## config.mk

```make
export PLATFORM = sky130hd
export DESIGN_NAME = ess_sequencer
export DESIGN_NICKNAME = d
export VERILOG_FILES = /design/src/core/ess_pkg.sv /design/src/core/ess_tick.sv /design/src/core/ess_sec_timer.sv /design/src/core/ess_sequencer.sv
export SDC_FILE = /design/constraint.sdc
export NUM_CORES = 1
export LEC_CHECK = 0
export BUFFER_PORTS_ARGS = -buffer_cell sky130_fd_sc_hd__buf_4
export CAP_MARGIN = 20
export CORE_ASPECT_RATIO = 0.9
export CORE_MARGIN = 10
export CORE_UTILIZATION = 45
export CTS_CLUSTER_DIAMETER = 30
export DETAILED_ROUTE_END_ITERATION = 10
export GPL_TIMING_DRIVEN = 0
export MAX_ROUTING_LAYER = met4
export PLACE_DENSITY = 0.73
export SLEW_MARGIN = 20
export SYNTH_ARGS = -nofsm -noshare
export SYNTH_HDL_FRONTEND = slang
export SYNTH_SLANG_ARGS = --single-unit
```

## constraint.sdc

```tcl
create_clock -name clk -period 5.9 [get_ports clk]
set_input_delay 0 -clock clk [delete_from_list [all_inputs] [get_ports clk]]
set_output_delay 0 -clock clk [all_outputs]
set_load 0.1 [all_outputs]
```

## src/core/ess_pkg.sv

```systemverilog
package ess_pkg;
  // clock and timebase
  localparam int unsigned CLK_PERIOD_NS = 50;
  localparam int unsigned TICK_PERIOD_NS = 1000000000;
  localparam int unsigned TICK_CYCLES = TICK_PERIOD_NS / CLK_PERIOD_NS;

  // timer settings in seconds
  localparam int unsigned PDOWN_SEC = 10;
  localparam int unsigned CRANK_SEC = 6;
  localparam int unsigned LOCK_SEC = 6;
  localparam int unsigned LAMP_SEC = 2;
  localparam int unsigned RAMP_SEC = 5;
  localparam int unsigned SEC_W = 4;

  // speeds in rpm
  localparam int unsigned RPM_W = 13;
  localparam logic [12:0] CRANK_REL_RPM = 13'h014a;
  localparam logic [12:0] IDLE_RPM = 13'h044c;
  localparam logic [12:0] RATED_RPM = 13'h05dc;
  localparam logic [12:0] IDLE_STEP = 13'h009a;
  localparam logic [12:0] RATED_STEP = 13'h00ce;
  localparam logic [12:0] TRIM_MAX = 13'h0064;
  localparam logic [12:0] TRIM_STEP = 13'h000a;

  // key switch positions
  localparam logic [1:0] KEY_OFF = 2'h0;
  localparam logic [1:0] KEY_RUN = 2'h1;
  localparam logic [1:0] KEY_START = 2'h2;

  typedef enum logic [1:0] {MODE_SLEEP, MODE_LAMP, MODE_SCAN} ess_mode_e;
  typedef enum logic [1:0] {CR_IDLE, CR_ENGAGE, CR_LOCK, CR_HELD} ess_crank_e;
endpackage

```

## src/core/ess_tick.sv

```systemverilog
`timescale 1ns/1ns
module ess_tick #(
  parameter int unsigned CYCLES = ess_pkg::TICK_CYCLES
) (
  input wire logic clk,
  input wire logic rst,
  output logic tick_q
);
  logic [31:0] cnt_q;

  // free-running divider; one-cycle pulse per second
  always_ff @(posedge clk or posedge rst) begin
    if (rst) begin
      cnt_q <= 32'h0;
      tick_q <= 1'b0;
    end else if (cnt_q == CYCLES - 1) begin
      cnt_q <= 32'h0;
      tick_q <= 1'b1;
    end else begin
      cnt_q <= cnt_q + 32'h1;
      tick_q <= 1'b0;
    end
  end
endmodule // ess_tick

```

## src/core/ess_sec_timer.sv

```systemverilog
`timescale 1ns/1ns
module ess_sec_timer #(
  parameter int unsigned W = ess_pkg::SEC_W
) (
  input wire logic clk,
  input wire logic rst,
  input wire logic arm,
  input wire logic en,
  input wire logic tick,
  input wire logic [W-1:0] limit,
  output logic done
);
  logic [W-1:0] cnt_q;

  // arming restarts from zero and masks a stale done
  always_ff @(posedge clk or posedge rst) begin
    if (rst) begin
      cnt_q <= '0;
    end else if (arm) begin
      cnt_q <= '0;
    end else if (en && tick && cnt_q < limit) begin
      cnt_q <= cnt_q + 1'b1;
    end
  end

  assign done = !arm && (cnt_q >= limit);
endmodule // ess_sec_timer

```

## src/core/ess_sequencer.sv

```systemverilog
`timescale 1ns/1ns
module ess_sequencer #(
  parameter int unsigned TICK_CYCLES = ess_pkg::TICK_CYCLES
) (
  input wire logic clk,
  input wire logic rst,
  input wire logic [1:0] key_pos,
  input wire logic pdown_disable,
  input wire logic [12:0] engine_rpm,
  input wire logic remote_start,
  input wire logic remote_stop,
  input wire logic tool_start,
  input wire logic tool_stop,
  input wire logic fault_trip,
  input wire logic idle_rated_press,
  input wire logic on_load,
  input wire logic parallel_mode,
  input wire logic speed_raise,
  input wire logic speed_lower,
  input wire logic charge_current_ok,
  input wire logic [6:0] gov_duty_pct,
  output logic power_hold_q,
  output logic lamp_test_q,
  output logic ready_q,
  output logic starter_q,
  output logic fuel_shutoff_valve_q,
  output logic rated_sel_q,
  output logic remote_mode_q,
  output logic [12:0] speed_setpt_q,
  output logic [6:0] act_duty_pct_q,
  output logic charge_fail_led_q
);
  ess_pkg::ess_mode_e mode_q;
  ess_pkg::ess_crank_e crank_q;
  logic tick;
  logic key_on;
  logic key_on_q;
  logic wake;
  logic running;
  logic rem_start_ok;
  logic stop_cmd;
  logic start_held;
  logic start_req;
  logic tool_req_q;
  logic crank_arm_q;
  logic crank_done;
  logic lamp_done;
  logic pd_run;
  logic pd_done;
  logic [3:0] crank_limit;
  logic [12:0] speed_dem_q;
  logic [12:0] trim_q;
  logic [12:0] target;
  logic [12:0] step;

  ess_tick #(.CYCLES(TICK_CYCLES)) u_tick (
    .clk(clk),
    .rst(rst),
    .tick_q(tick)
  );

  assign key_on = (key_pos == ess_pkg::KEY_RUN) || (key_pos == ess_pkg::KEY_START);
  assign wake = key_on && !key_on_q;
  // speed alone decides running and starter release; no oil pressure here
  assign running = engine_rpm >= ess_pkg::CRANK_REL_RPM;
  assign rem_start_ok = remote_start && !remote_stop;
  assign stop_cmd = !key_on || fault_trip || remote_stop || tool_stop;
  // remote input must stay up until the engine fires, else cranking stops
  assign start_held = (key_pos == ess_pkg::KEY_START) || rem_start_ok || tool_req_q;
  assign start_req = start_held && mode_q == ess_pkg::MODE_SCAN && !running && !stop_cmd;

  always_ff @(posedge clk or posedge rst) begin
    if (rst) begin
      key_on_q <= 1'b0;
    end else begin
      key_on_q <= key_on;
    end
  end

  // lamp test timer
  ess_sec_timer u_lamp (
    .clk(clk),
    .rst(rst),
    .arm(wake),
    .en(mode_q == ess_pkg::MODE_LAMP),
    .tick(tick),
    .limit(4'(ess_pkg::LAMP_SEC)),
    .done(lamp_done)
  );

  // power-down timer held at zero unless stopped in run
  assign pd_run = mode_q == ess_pkg::MODE_SCAN && key_pos == ess_pkg::KEY_RUN && !running &&
                  !pdown_disable && crank_q == ess_pkg::CR_IDLE;
  ess_sec_timer u_pdown (
    .clk(clk),
    .rst(rst),
    .arm(!pd_run),
    .en(pd_run),
    .tick(tick),
    .limit(4'(ess_pkg::PDOWN_SEC)),
    .done(pd_done)
  );

  // power state: sleep, lamp test, scan
  always_ff @(posedge clk or posedge rst) begin
    if (rst) begin
      mode_q <= ess_pkg::MODE_SLEEP;
      power_hold_q <= 1'b0;
      lamp_test_q <= 1'b0;
      ready_q <= 1'b0;
    end else if (!key_on) begin
      mode_q <= ess_pkg::MODE_SLEEP;
      power_hold_q <= 1'b0;
      lamp_test_q <= 1'b0;
      ready_q <= 1'b0;
    end else begin
      case (mode_q)
        ess_pkg::MODE_SLEEP: begin
          // only a fresh key turn wakes after a timed shut-off
          if (wake) begin
            mode_q <= ess_pkg::MODE_LAMP;
            power_hold_q <= 1'b1;
            lamp_test_q <= 1'b1;
          end
        end
        ess_pkg::MODE_LAMP: begin
          if (lamp_done) begin
            mode_q <= ess_pkg::MODE_SCAN;
            lamp_test_q <= 1'b0;
            ready_q <= 1'b1;
          end
        end
        ess_pkg::MODE_SCAN: begin
          if (pd_done) begin
            mode_q <= ess_pkg::MODE_SLEEP;
            power_hold_q <= 1'b0;
            ready_q <= 1'b0;
          end
        end
        default: begin
          mode_q <= ess_pkg::MODE_SLEEP;
        end
      endcase
    end
  end

  // service tool start request latched until it resolves
  always_ff @(posedge clk or posedge rst) begin
    if (rst) begin
      tool_req_q <= 1'b0;
    end else if (tool_start && !tool_stop) begin
      tool_req_q <= 1'b1;
    end else if (running || stop_cmd || crank_q == ess_pkg::CR_HELD) begin
      tool_req_q <= 1'b0;
    end
  end

  assign crank_limit = (crank_q == ess_pkg::CR_LOCK) ? 4'(ess_pkg::LOCK_SEC) : 4'(ess_pkg::CRANK_SEC);
  ess_sec_timer u_crank (
    .clk(clk),
    .rst(rst),
    .arm(crank_arm_q),
    .en(crank_q == ess_pkg::CR_ENGAGE || crank_q == ess_pkg::CR_LOCK),
    .tick(tick),
    .limit(crank_limit),
    .done(crank_done)
  );

  // starter control; same path for key, remote and tool starts
  always_ff @(posedge clk or posedge rst) begin
    if (rst) begin
      crank_q <= ess_pkg::CR_IDLE;
      starter_q <= 1'b0;
      crank_arm_q <= 1'b0;
    end else begin
      crank_arm_q <= 1'b0;
      case (crank_q)
        ess_pkg::CR_IDLE: begin
          if (start_req) begin
            crank_q <= ess_pkg::CR_ENGAGE;
            starter_q <= 1'b1;
            crank_arm_q <= 1'b1;
          end
        end
        ess_pkg::CR_ENGAGE: begin
          if (!start_held) begin
            crank_q <= ess_pkg::CR_IDLE;
            starter_q <= 1'b0;
          end else if (running || stop_cmd) begin
            crank_q <= ess_pkg::CR_HELD;
            starter_q <= 1'b0;
          end else if (crank_done) begin
            crank_q <= ess_pkg::CR_LOCK;
            starter_q <= 1'b0;
            crank_arm_q <= 1'b1;
          end
        end
        ess_pkg::CR_LOCK: begin
          if (!start_held) begin
            crank_q <= ess_pkg::CR_IDLE;
          end else if (crank_done) begin
            // retry only if still stopped and not told to stop
            if (start_req) begin
              crank_q <= ess_pkg::CR_ENGAGE;
              starter_q <= 1'b1;
              crank_arm_q <= 1'b1;
            end else begin
              crank_q <= ess_pkg::CR_HELD;
            end
          end
        end
        ess_pkg::CR_HELD: begin
          if (!start_held) begin
            crank_q <= ess_pkg::CR_IDLE;
          end
        end
        default: begin
          crank_q <= ess_pkg::CR_IDLE;
          starter_q <= 1'b0;
        end
      endcase
    end
  end

  // fuel valve supply; stop wins for safety
  always_ff @(posedge clk or posedge rst) begin
    if (rst) begin
      fuel_shutoff_valve_q <= 1'b0;
    end else if (stop_cmd) begin
      fuel_shutoff_valve_q <= 1'b0;
    end else if (wake || (crank_q == ess_pkg::CR_IDLE && start_req)) begin
      fuel_shutoff_valve_q <= 1'b1;
    end
  end

  // idle/rated selection
  always_ff @(posedge clk or posedge rst) begin
    if (rst) begin
      rated_sel_q <= 1'b0;
      remote_mode_q <= 1'b0;
    end else if (crank_q == ess_pkg::CR_IDLE && start_req) begin
      remote_mode_q <= rem_start_ok && key_pos != ess_pkg::KEY_START;
      rated_sel_q <= rem_start_ok && key_pos != ess_pkg::KEY_START;
    end else if (remote_mode_q) begin
      rated_sel_q <= 1'b1;
    end else if (idle_rated_press && !(rated_sel_q && on_load)) begin
      rated_sel_q <= !rated_sel_q;
    end
  end

  // demand ramps from crank speed at a fixed rate per target
  assign target = rated_sel_q ? ess_pkg::RATED_RPM : ess_pkg::IDLE_RPM;
  assign step = rated_sel_q ? ess_pkg::RATED_STEP : ess_pkg::IDLE_STEP;

  always_ff @(posedge clk or posedge rst) begin
    if (rst) begin
      speed_dem_q <= 13'h0;
    end else if (!fuel_shutoff_valve_q) begin
      speed_dem_q <= 13'h0;
    end else if (starter_q || speed_dem_q < ess_pkg::CRANK_REL_RPM) begin
      speed_dem_q <= ess_pkg::CRANK_REL_RPM;
    end else if (tick && running) begin
      if (speed_dem_q + step <= target) begin
        speed_dem_q <= speed_dem_q + step;
      end else if (speed_dem_q < target) begin
        speed_dem_q <= target;
      end else if (speed_dem_q > target + step) begin
        speed_dem_q <= speed_dem_q - step;
      end else begin
        speed_dem_q <= target;
      end
    end
  end

  // trim held as offset plus TRIM_MAX so it stays unsigned
  always_ff @(posedge clk or posedge rst) begin
    if (rst) begin
      trim_q <= ess_pkg::TRIM_MAX;
    end else if (!running) begin
      trim_q <= ess_pkg::TRIM_MAX;
    end else if (tick && parallel_mode && speed_raise && !speed_lower &&
                 trim_q + ess_pkg::TRIM_STEP <= ess_pkg::TRIM_MAX + ess_pkg::TRIM_MAX) begin
      trim_q <= trim_q + ess_pkg::TRIM_STEP;
    end else if (tick && parallel_mode && speed_lower && !speed_raise && trim_q >= ess_pkg::TRIM_STEP) begin
      trim_q <= trim_q - ess_pkg::TRIM_STEP;
    end
  end

  always_ff @(posedge clk or posedge rst) begin
    if (rst) begin
      speed_setpt_q <= 13'h0;
    end else if (speed_dem_q == 13'h0) begin
      speed_setpt_q <= 13'h0;
    end else begin
      speed_setpt_q <= speed_dem_q + trim_q - ess_pkg::TRIM_MAX;
    end
  end

  // actuator duty doubles as the displayed percentage
  always_ff @(posedge clk or posedge rst) begin
    if (rst) begin
      act_duty_pct_q <= 7'h0;
    end else if (!fuel_shutoff_valve_q || stop_cmd) begin
      act_duty_pct_q <= 7'h0;
    end else if (gov_duty_pct > 7'h64) begin
      act_duty_pct_q <= 7'h64;
    end else begin
      act_duty_pct_q <= gov_duty_pct;
    end
  end

  always_ff @(posedge clk or posedge rst) begin
    if (rst) begin
      charge_fail_led_q <= 1'b1;
    end else begin
      charge_fail_led_q <= !charge_current_ok;
    end
  end
endmodule // ess_sequencer

```

# After elaboration in Yosys (flattened, before gate mapping)
# Index checks and enable logic that the tools add are counted.
[op_classes]
reduce_logical = 73
n_eq_ne = 24
n_lt_le_gt_ge = 14
add_sub_neg = 11
muxes = 67
[op_table]
columns = ["op", "n"]
rows = [
  ["2-to-1 mux 13 bit", 10],
  ["adder 32 x 1 -> 32 bit (second input constant)", 1],
  ["== test 32 x 25 -> 1 bit (second input constant)", 1],
  ["2-to-1 mux 32 bit", 1],
  ["logical AND 1 bit", 31],
  ["2-to-1 mux 1 bit", 27],
  ["2-to-1 mux 2 bit", 12],
  ["2-to-1 mux 4 bit", 6],
  ["2-to-1 mux 7 bit", 3],
  ["zero test 1 bit", 15],
  ["inequality test 3 x 1 -> 1 bit (second input constant)", 5],
  ["adder 13 bit", 1],
  ["adder 13 x 4 -> 13 bit (second input constant)", 1],
  ["adder 13 x 8 -> 13 bit", 1],
  ["greater-or-equal comparator 13 x 4 -> 1 bit (second input constant)", 1],
  ["greater-or-equal comparator 13 x 9 -> 1 bit (second input constant)", 1],
  ["> comparator 13 x 12 -> 1 bit", 1],
  ["less-or-equal comparator 13 x 11 -> 1 bit", 1],
  ["less-or-equal comparator 13 x 8 -> 1 bit (second input constant)", 1],
  ["zero test 13 bit", 1],
  ["< comparator 13 x 11 -> 1 bit", 1],
  ["< comparator 13 x 9 -> 1 bit (second input constant)", 1],
  ["subtractor 13 x 4 -> 13 bit (second input constant)", 1],
  ["subtractor 13 x 7 -> 13 bit (second input constant)", 1],
  ["other kinds (27)", 64],
]
[totals]
regBits = 106
out_inout_bits = 28
wordCells = 211
input_bits = 36

# Logic depth before layout (Yosys ltp)
[logic_depth]
ltp_word = 12
ltp_mapped = 17
ltp_nobuf = 16

# Hierarchy
# From an unflattened synthesis, not the netlist that was laid out.
[unflattened]
cells_unflattened = 833
hier_area_um2 = 7367.1
[by_module_without_submodules]
columns = ["mod", "cells_per_inst", "n_inst", "seq_area_each_um2", "area_each_um2"]
rows = [
  ["ess_sequencer", 556, 1, 1481.4, 4685.7],
  ["ess_tick", 160, 1, 825.8, 1619.1],
  ["ess_sec_timer", 39, 3, 100.1, 354.1],
]

# Worst setup path before layout
# No wires, ideal clock.
[synth_path]
path_kind = "reg2reg"
start = "reg rated_sel_q"
end = "reg speed_dem_q[8]"
path_buffers = 1
stages_incl_launch_ff = 17
arrival_time_ns = 4.788
setup_ns = 0.144
required_time_ns = 5.756
synth_period_minus_slack_ns = 4.932
path_slack_ns = 0.968
path_cell_list = "dfrtp_1 > inv_1 > ha_1 > and2b_4 > o311a_1 > nor2_1 > xnor2_1 > ha_1 > a211o_1 > a21oi_1 > a41oi_1 > or3_1 > a222oi_1 > buf_6 > a21oi_1 > o311ai_2 > o221ai_1"
[synth_via]
elab_chain_len = 9
elab_cells_between_ends = 14
classes_between = "add/sub (3); order compare (3); mux (8)"
[synth_lines]
columns = ["element", "line", "source"]
rows = [
  ["start: declaration", "ess_sequencer.sv:27", "output logic rated_sel_q,"],
  ["start signal: assignment", "ess_sequencer.sv:243", "rated_sel_q <= rem_start_ok && key_pos != ess_pkg::KEY_START;"],
  ["start signal: assignment", "ess_sequencer.sv:247", "rated_sel_q <= !rated_sel_q;"],
  ["2-to-1 mux 7 bit or 2-to-1 mux 9 bit (tied branches)", "ess_sequencer.sv:253, ess_sequencer.sv:252", ""],
  ["adder 11 x 8 -> 12 bit", "ess_sequencer.sv:267", "end else if (speed_dem_q > target + step) begin"],
  ["> comparator 13 x 12 -> 1 bit", "ess_sequencer.sv:267", ""],
  ["2-to-1 mux 13 bit", "ess_sequencer.sv:267", ""],
  ["2-to-1 mux 13 bit", "ess_sequencer.sv:265", "end else if (speed_dem_q < target) begin"],
  ["2-to-1 mux 13 bit (*)", "ess_sequencer.sv:263", "if (speed_dem_q + step <= target) begin"],
  ["2-to-1 mux 13 bit (*)", "ess_sequencer.sv:262", "end else if (tick && running) begin"],
  ["2-to-1 mux 13 bit (*)", "ess_sequencer.sv:260", "end else if (starter_q || speed_dem_q < ess_pkg::CRANK_REL_RPM) begin"],
  ["2-to-1 mux 13 bit (*)", "ess_sequencer.sv:258", "end else if (!fuel_shutoff_valve_q) begin"],
  ["end signal: assignment", "ess_sequencer.sv:261", "speed_dem_q <= ess_pkg::CRANK_REL_RPM;"],
  ["end signal: assignment", "ess_sequencer.sv:264", "speed_dem_q <= speed_dem_q + step;"],
  ["end signal: assignment", "ess_sequencer.sv:266", "speed_dem_q <= target;"],
  ["end: declaration", "ess_sequencer.sv:51", "logic [12:0] speed_dem_q;"],
]
# Every way passes the cells marked *; elsewhere a longest branch is shown, timed or not. The select of a mux whose other input is x is not followed.
# A chain may end at the register's enable or synchronous reset.

# Worst setup path after layout
# Ends and elaborated chain as after synthesis.

==> impl_metrics.py <==
metrics = {
    "sta": {
        "hold_viol": 0,
        "finalSetupViolCount": 0,
        "fin_setup_tns_ns": 0,
        "finClkSkew_ns": 0.01333,
        "slew_headroom_pct": 31.66,
        "finalCritPeriodShare_pct": 86.12,
        "fin_ws_ns": 0.8187,
        "maxSlewViolCount": 0,
        "finalCriticalPeriod_ns": 5.081,
        "worst_hold_slack_ns": 0.01797,
        "fmax_mhz": 196.8,
        "worst_pin_slew_ns": 1.016,
        "rsz0062_at_grt": "no",
    },
    "logic_synthesis": {
        "synthCells": 737,
        "synthArstFlopShare_pct": 100.0,
        "yosys.area_share.simple_pct": 19.55,
        "synth_compound_area_share_pct": 16.36,
        "yosys-top-cells-area": "dfrtp_1 37%, ha_1 9.6%, xnor2_1 5.3%, nor2_1 3.9%, inv_1 3.6%",
        "ys_seq_area_share_pct": 38.62,
        "ys_ff_latch": 104,
        "synth_fa_ha_area_share_pct": 10.53,
        "ys_warn_count": 0,
        "yosys_most_used_dff": "dfrtp_1",
        "synth_top_area_share_pct": 37.06,
        "synth_fp_nets": 828,
        "yosys.area.top_type": "dfrtp_1",
        "syn_avg_cell_area_um2": 9.161,
        "synth-edff-count": 0,
        "synthMuxAreaShare_pct": 1.075,
        "netlist_area_um2": 6751,
        "synth_top_family_by_area": "simple AND/OR/NAND/NOR gates",
        "synth.distinct_cells": 80,
        "synth-xor-area-share_pct": 8.173,
    },
    "die": {
        "std_cell_rows": 42,
        "die_height_um": 136.2,
        "io_pins": 64,
        "die_w_um": 149.1,
        "core_area_um2": 14710,
        "start_util_pct": 45.88,
        "dieArea_um2": 20310,
    },
    "finish": {
        "fin_cells": 1027,
        "multi_input_area_um2": 3767,
        "finalNetCount": 915,
        "mostFrequentLayoutCell": "dfrtp_1",
        "fillers": 1325,
        "seqCellArea_um2": 2608,
        "antenna_cells": 0,
        "drive_above_1_share_pct": 13.39,
        "final_cell_area_um2": 7954,
        "final_cell_mix": "100 x dfrtp_1, 70 x nor2_1, 64 x buf_4",
        "area_growth_pct": 17.81,
        "utilization_pct": 54.06,
    },
    "power": {
        "p_seq_share_pct": 41.7,
        "sw_frac_of_total_pct": 32.17,
        "power.total_mw": 1.838,
        "p_switching_mw": 0.5911,
        "power.density_nw_per_um2": 231.0,
        "p_comb_share_pct": 23.4,
        "intPower_mw": 1.247,
        "ir_drop_v": 0.0001748,
        "power_leakage_nw": 3.790,
        "clkPwrFrac_pct": 34.9,
    },
    "placement": {
        "dp_hpwl_um": 11850,
        "dp.cells": 998,
        "dp_slack_ns": 0.9820,
        "io_buffers": 62,
        "gp_congestion": 0.9152,
        "placed_cell_area_um2": 7497,
    },
    "drt": {
        "drt-vias-per-instance": 5.543,
        "drtAntennaViolNets": 0,
        "vias": 5693,
        "drc": 0,
        "dr.pass1.iters": 5,
        "wire_per_inst_um": 15.50,
        "dr.first_iter.drc_count": 462,
        "wirelength_um": 15920,
    },
    "clock_tree": {
        "clkSinkCount": 104,
        "htreeDepth": 3,
        "clk_pin_slew_ns": 0.08,
        "cts_buffers": 9,
        "clk_path_buf_depth": 2,
        "cts_root_buf": "clkbuf_16",
        "cts_tree": "yes",
        "insertion_delay_ns": 0.37,
    },
    "worst_setup_path": {
        "critPathArrivalTime_ns": 5.31,
        "end_kind": "flip-flop",
        "worstSetupPathType": "flip-flop to flip-flop",
        "critPathMaxFanout": 12,
        "r2r_cells": 16,
        "r2r_setup_slack_ns": 0.82,
        "cp.required_ns": 6.13,
        "r2r-start": "rated_sel_q",
        "crit_path_start_kind": "flip-flop",
        "reg2reg_to": "speed_dem_q[8]",
    },
    "global_route": {
        "grt_max_degree": 73,
        "grt_usage_pct": 16.52,
        "overflow": 0,
        "first_global_vias": 5541,
        "grt_pass1_wl_um": 26670,
        "antenna_found_initial": 0,
    },
    "run": {
        "maxCapViolCount": 0,
    },
    "min_path": {
        "hold_path.class": "input port to flip-flop",
        "whs_endpoint": "u_pdown.cnt_q[2]",
        "worstHoldPathCells": 4,
        "worstHoldStart": "pdown_disable",
    },
    "status": {
        "outcome": "finished clean",
    },
}
how the worst max path moves through the flow:
stage,start,endpoint
after floorplan,rated_sel_q,speed_dem_q[8]
after detailed placement,rated_sel_q,speed_dem_q[8]
final,rated_sel_q,speed_dem_q[8]
after CTS,rated_sel_q,speed_dem_q[8]
after global placement,rated_sel_q,speed_dem_q[8]
after global routing,rated_sel_q,speed_dem_q[8]
registers in the layout, summed over array words and instances (netlist names), 2 cells and up:
signal and count:
u_tick.cnt_q 32, speed_setpt_q 13, speed_dem_q 12, trim_q 12, act_duty_pct_q 7, u_crank.cnt_q 4, u_lamp.cnt_q 4, u_pdown.cnt_q 4
crank_q 2, mode_q 2
synth_stat cells (all sizes together) (5+ instances only):
cell type,n
nor3,25
a211oi,5
nand4,8
and2,8
and3,15
nand3,23
xnor2,41
ha,52
nor2,70
nand2,49
a21oi,44
xor2,22
a41oi,5
o21ai,32
o2111ai,5
a211o,7
nor2b,15
clkbuf,8
a31oi,8
nand2b,5
or2,7
inv,65
dfrtp,100
a21o,7
mux2i,5
nor4,10
and4,7
buf,9
area by class of cell:
cell class	instances	share of cell area, %
buffer	18	1.620
clock buffer	9	2.832
clock inverter	7	1.274
inverter	66	3.178
multi-input combinational	549	47.37
sequential	104	32.78
tap	198	3.115
timing repair buffer	76	7.834
critical path: stages, from the launching register on:
cell and delay, ns:
dfrtp_1 0.49, inv_1 0.48, ha_1 0.40, and2b_4 0.34
o311a_1 0.31, nor2_1 0.11, xnor2_1 0.14, ha_1 0.31
a211o_1 0.26, a21oi_1 0.13, a41oi_1 0.06, or3_1 0.42
a222oi_1 0.81, buf_6 0.25, a21oi_1 0.06, o311ai_2 0.21
o221ai_1 0.16
layer usage:
layer	vias up	wire (um)	global-route usage, %
li1	2774	-	-
met4	0	208	4.357
met3	20	1125	4.686
met5	-	0	-
met1	2689	7465	21.68
met2	210	7121	24.54
what timing repair did:
item	4_1_cts	5_1_grt
hold buffers	13	0
resized for setup	0	0
endpoints found under the hold margin	71	0
setup buffers	0	0
power groups by stage:
stage,Combinational (mW),Clock (mW),Sequential (mW)
2_1_floorplan,0.256,0,0.838
3_3_place_gp,0.409,0,0.778
3_5_place_dp,0.419,0,0.779
4_1_cts,0.429,0.659,0.765
5_1_grt,0.481,0.690,0.769
6_report,0.430,0.642,0.765
cell families after synthesis:
| group | Yosys count |
|---|---|
| mux | 7 |
| simple gates | 260 |
| other cells | 2 |
| flops | 104 |
| compound gates | 162 |
| buf+inv | 84 |
| fa+ha+maj | 55 |
| xor+xnor | 63 |
No activity file was read; power rests on OpenSTA's default activity.
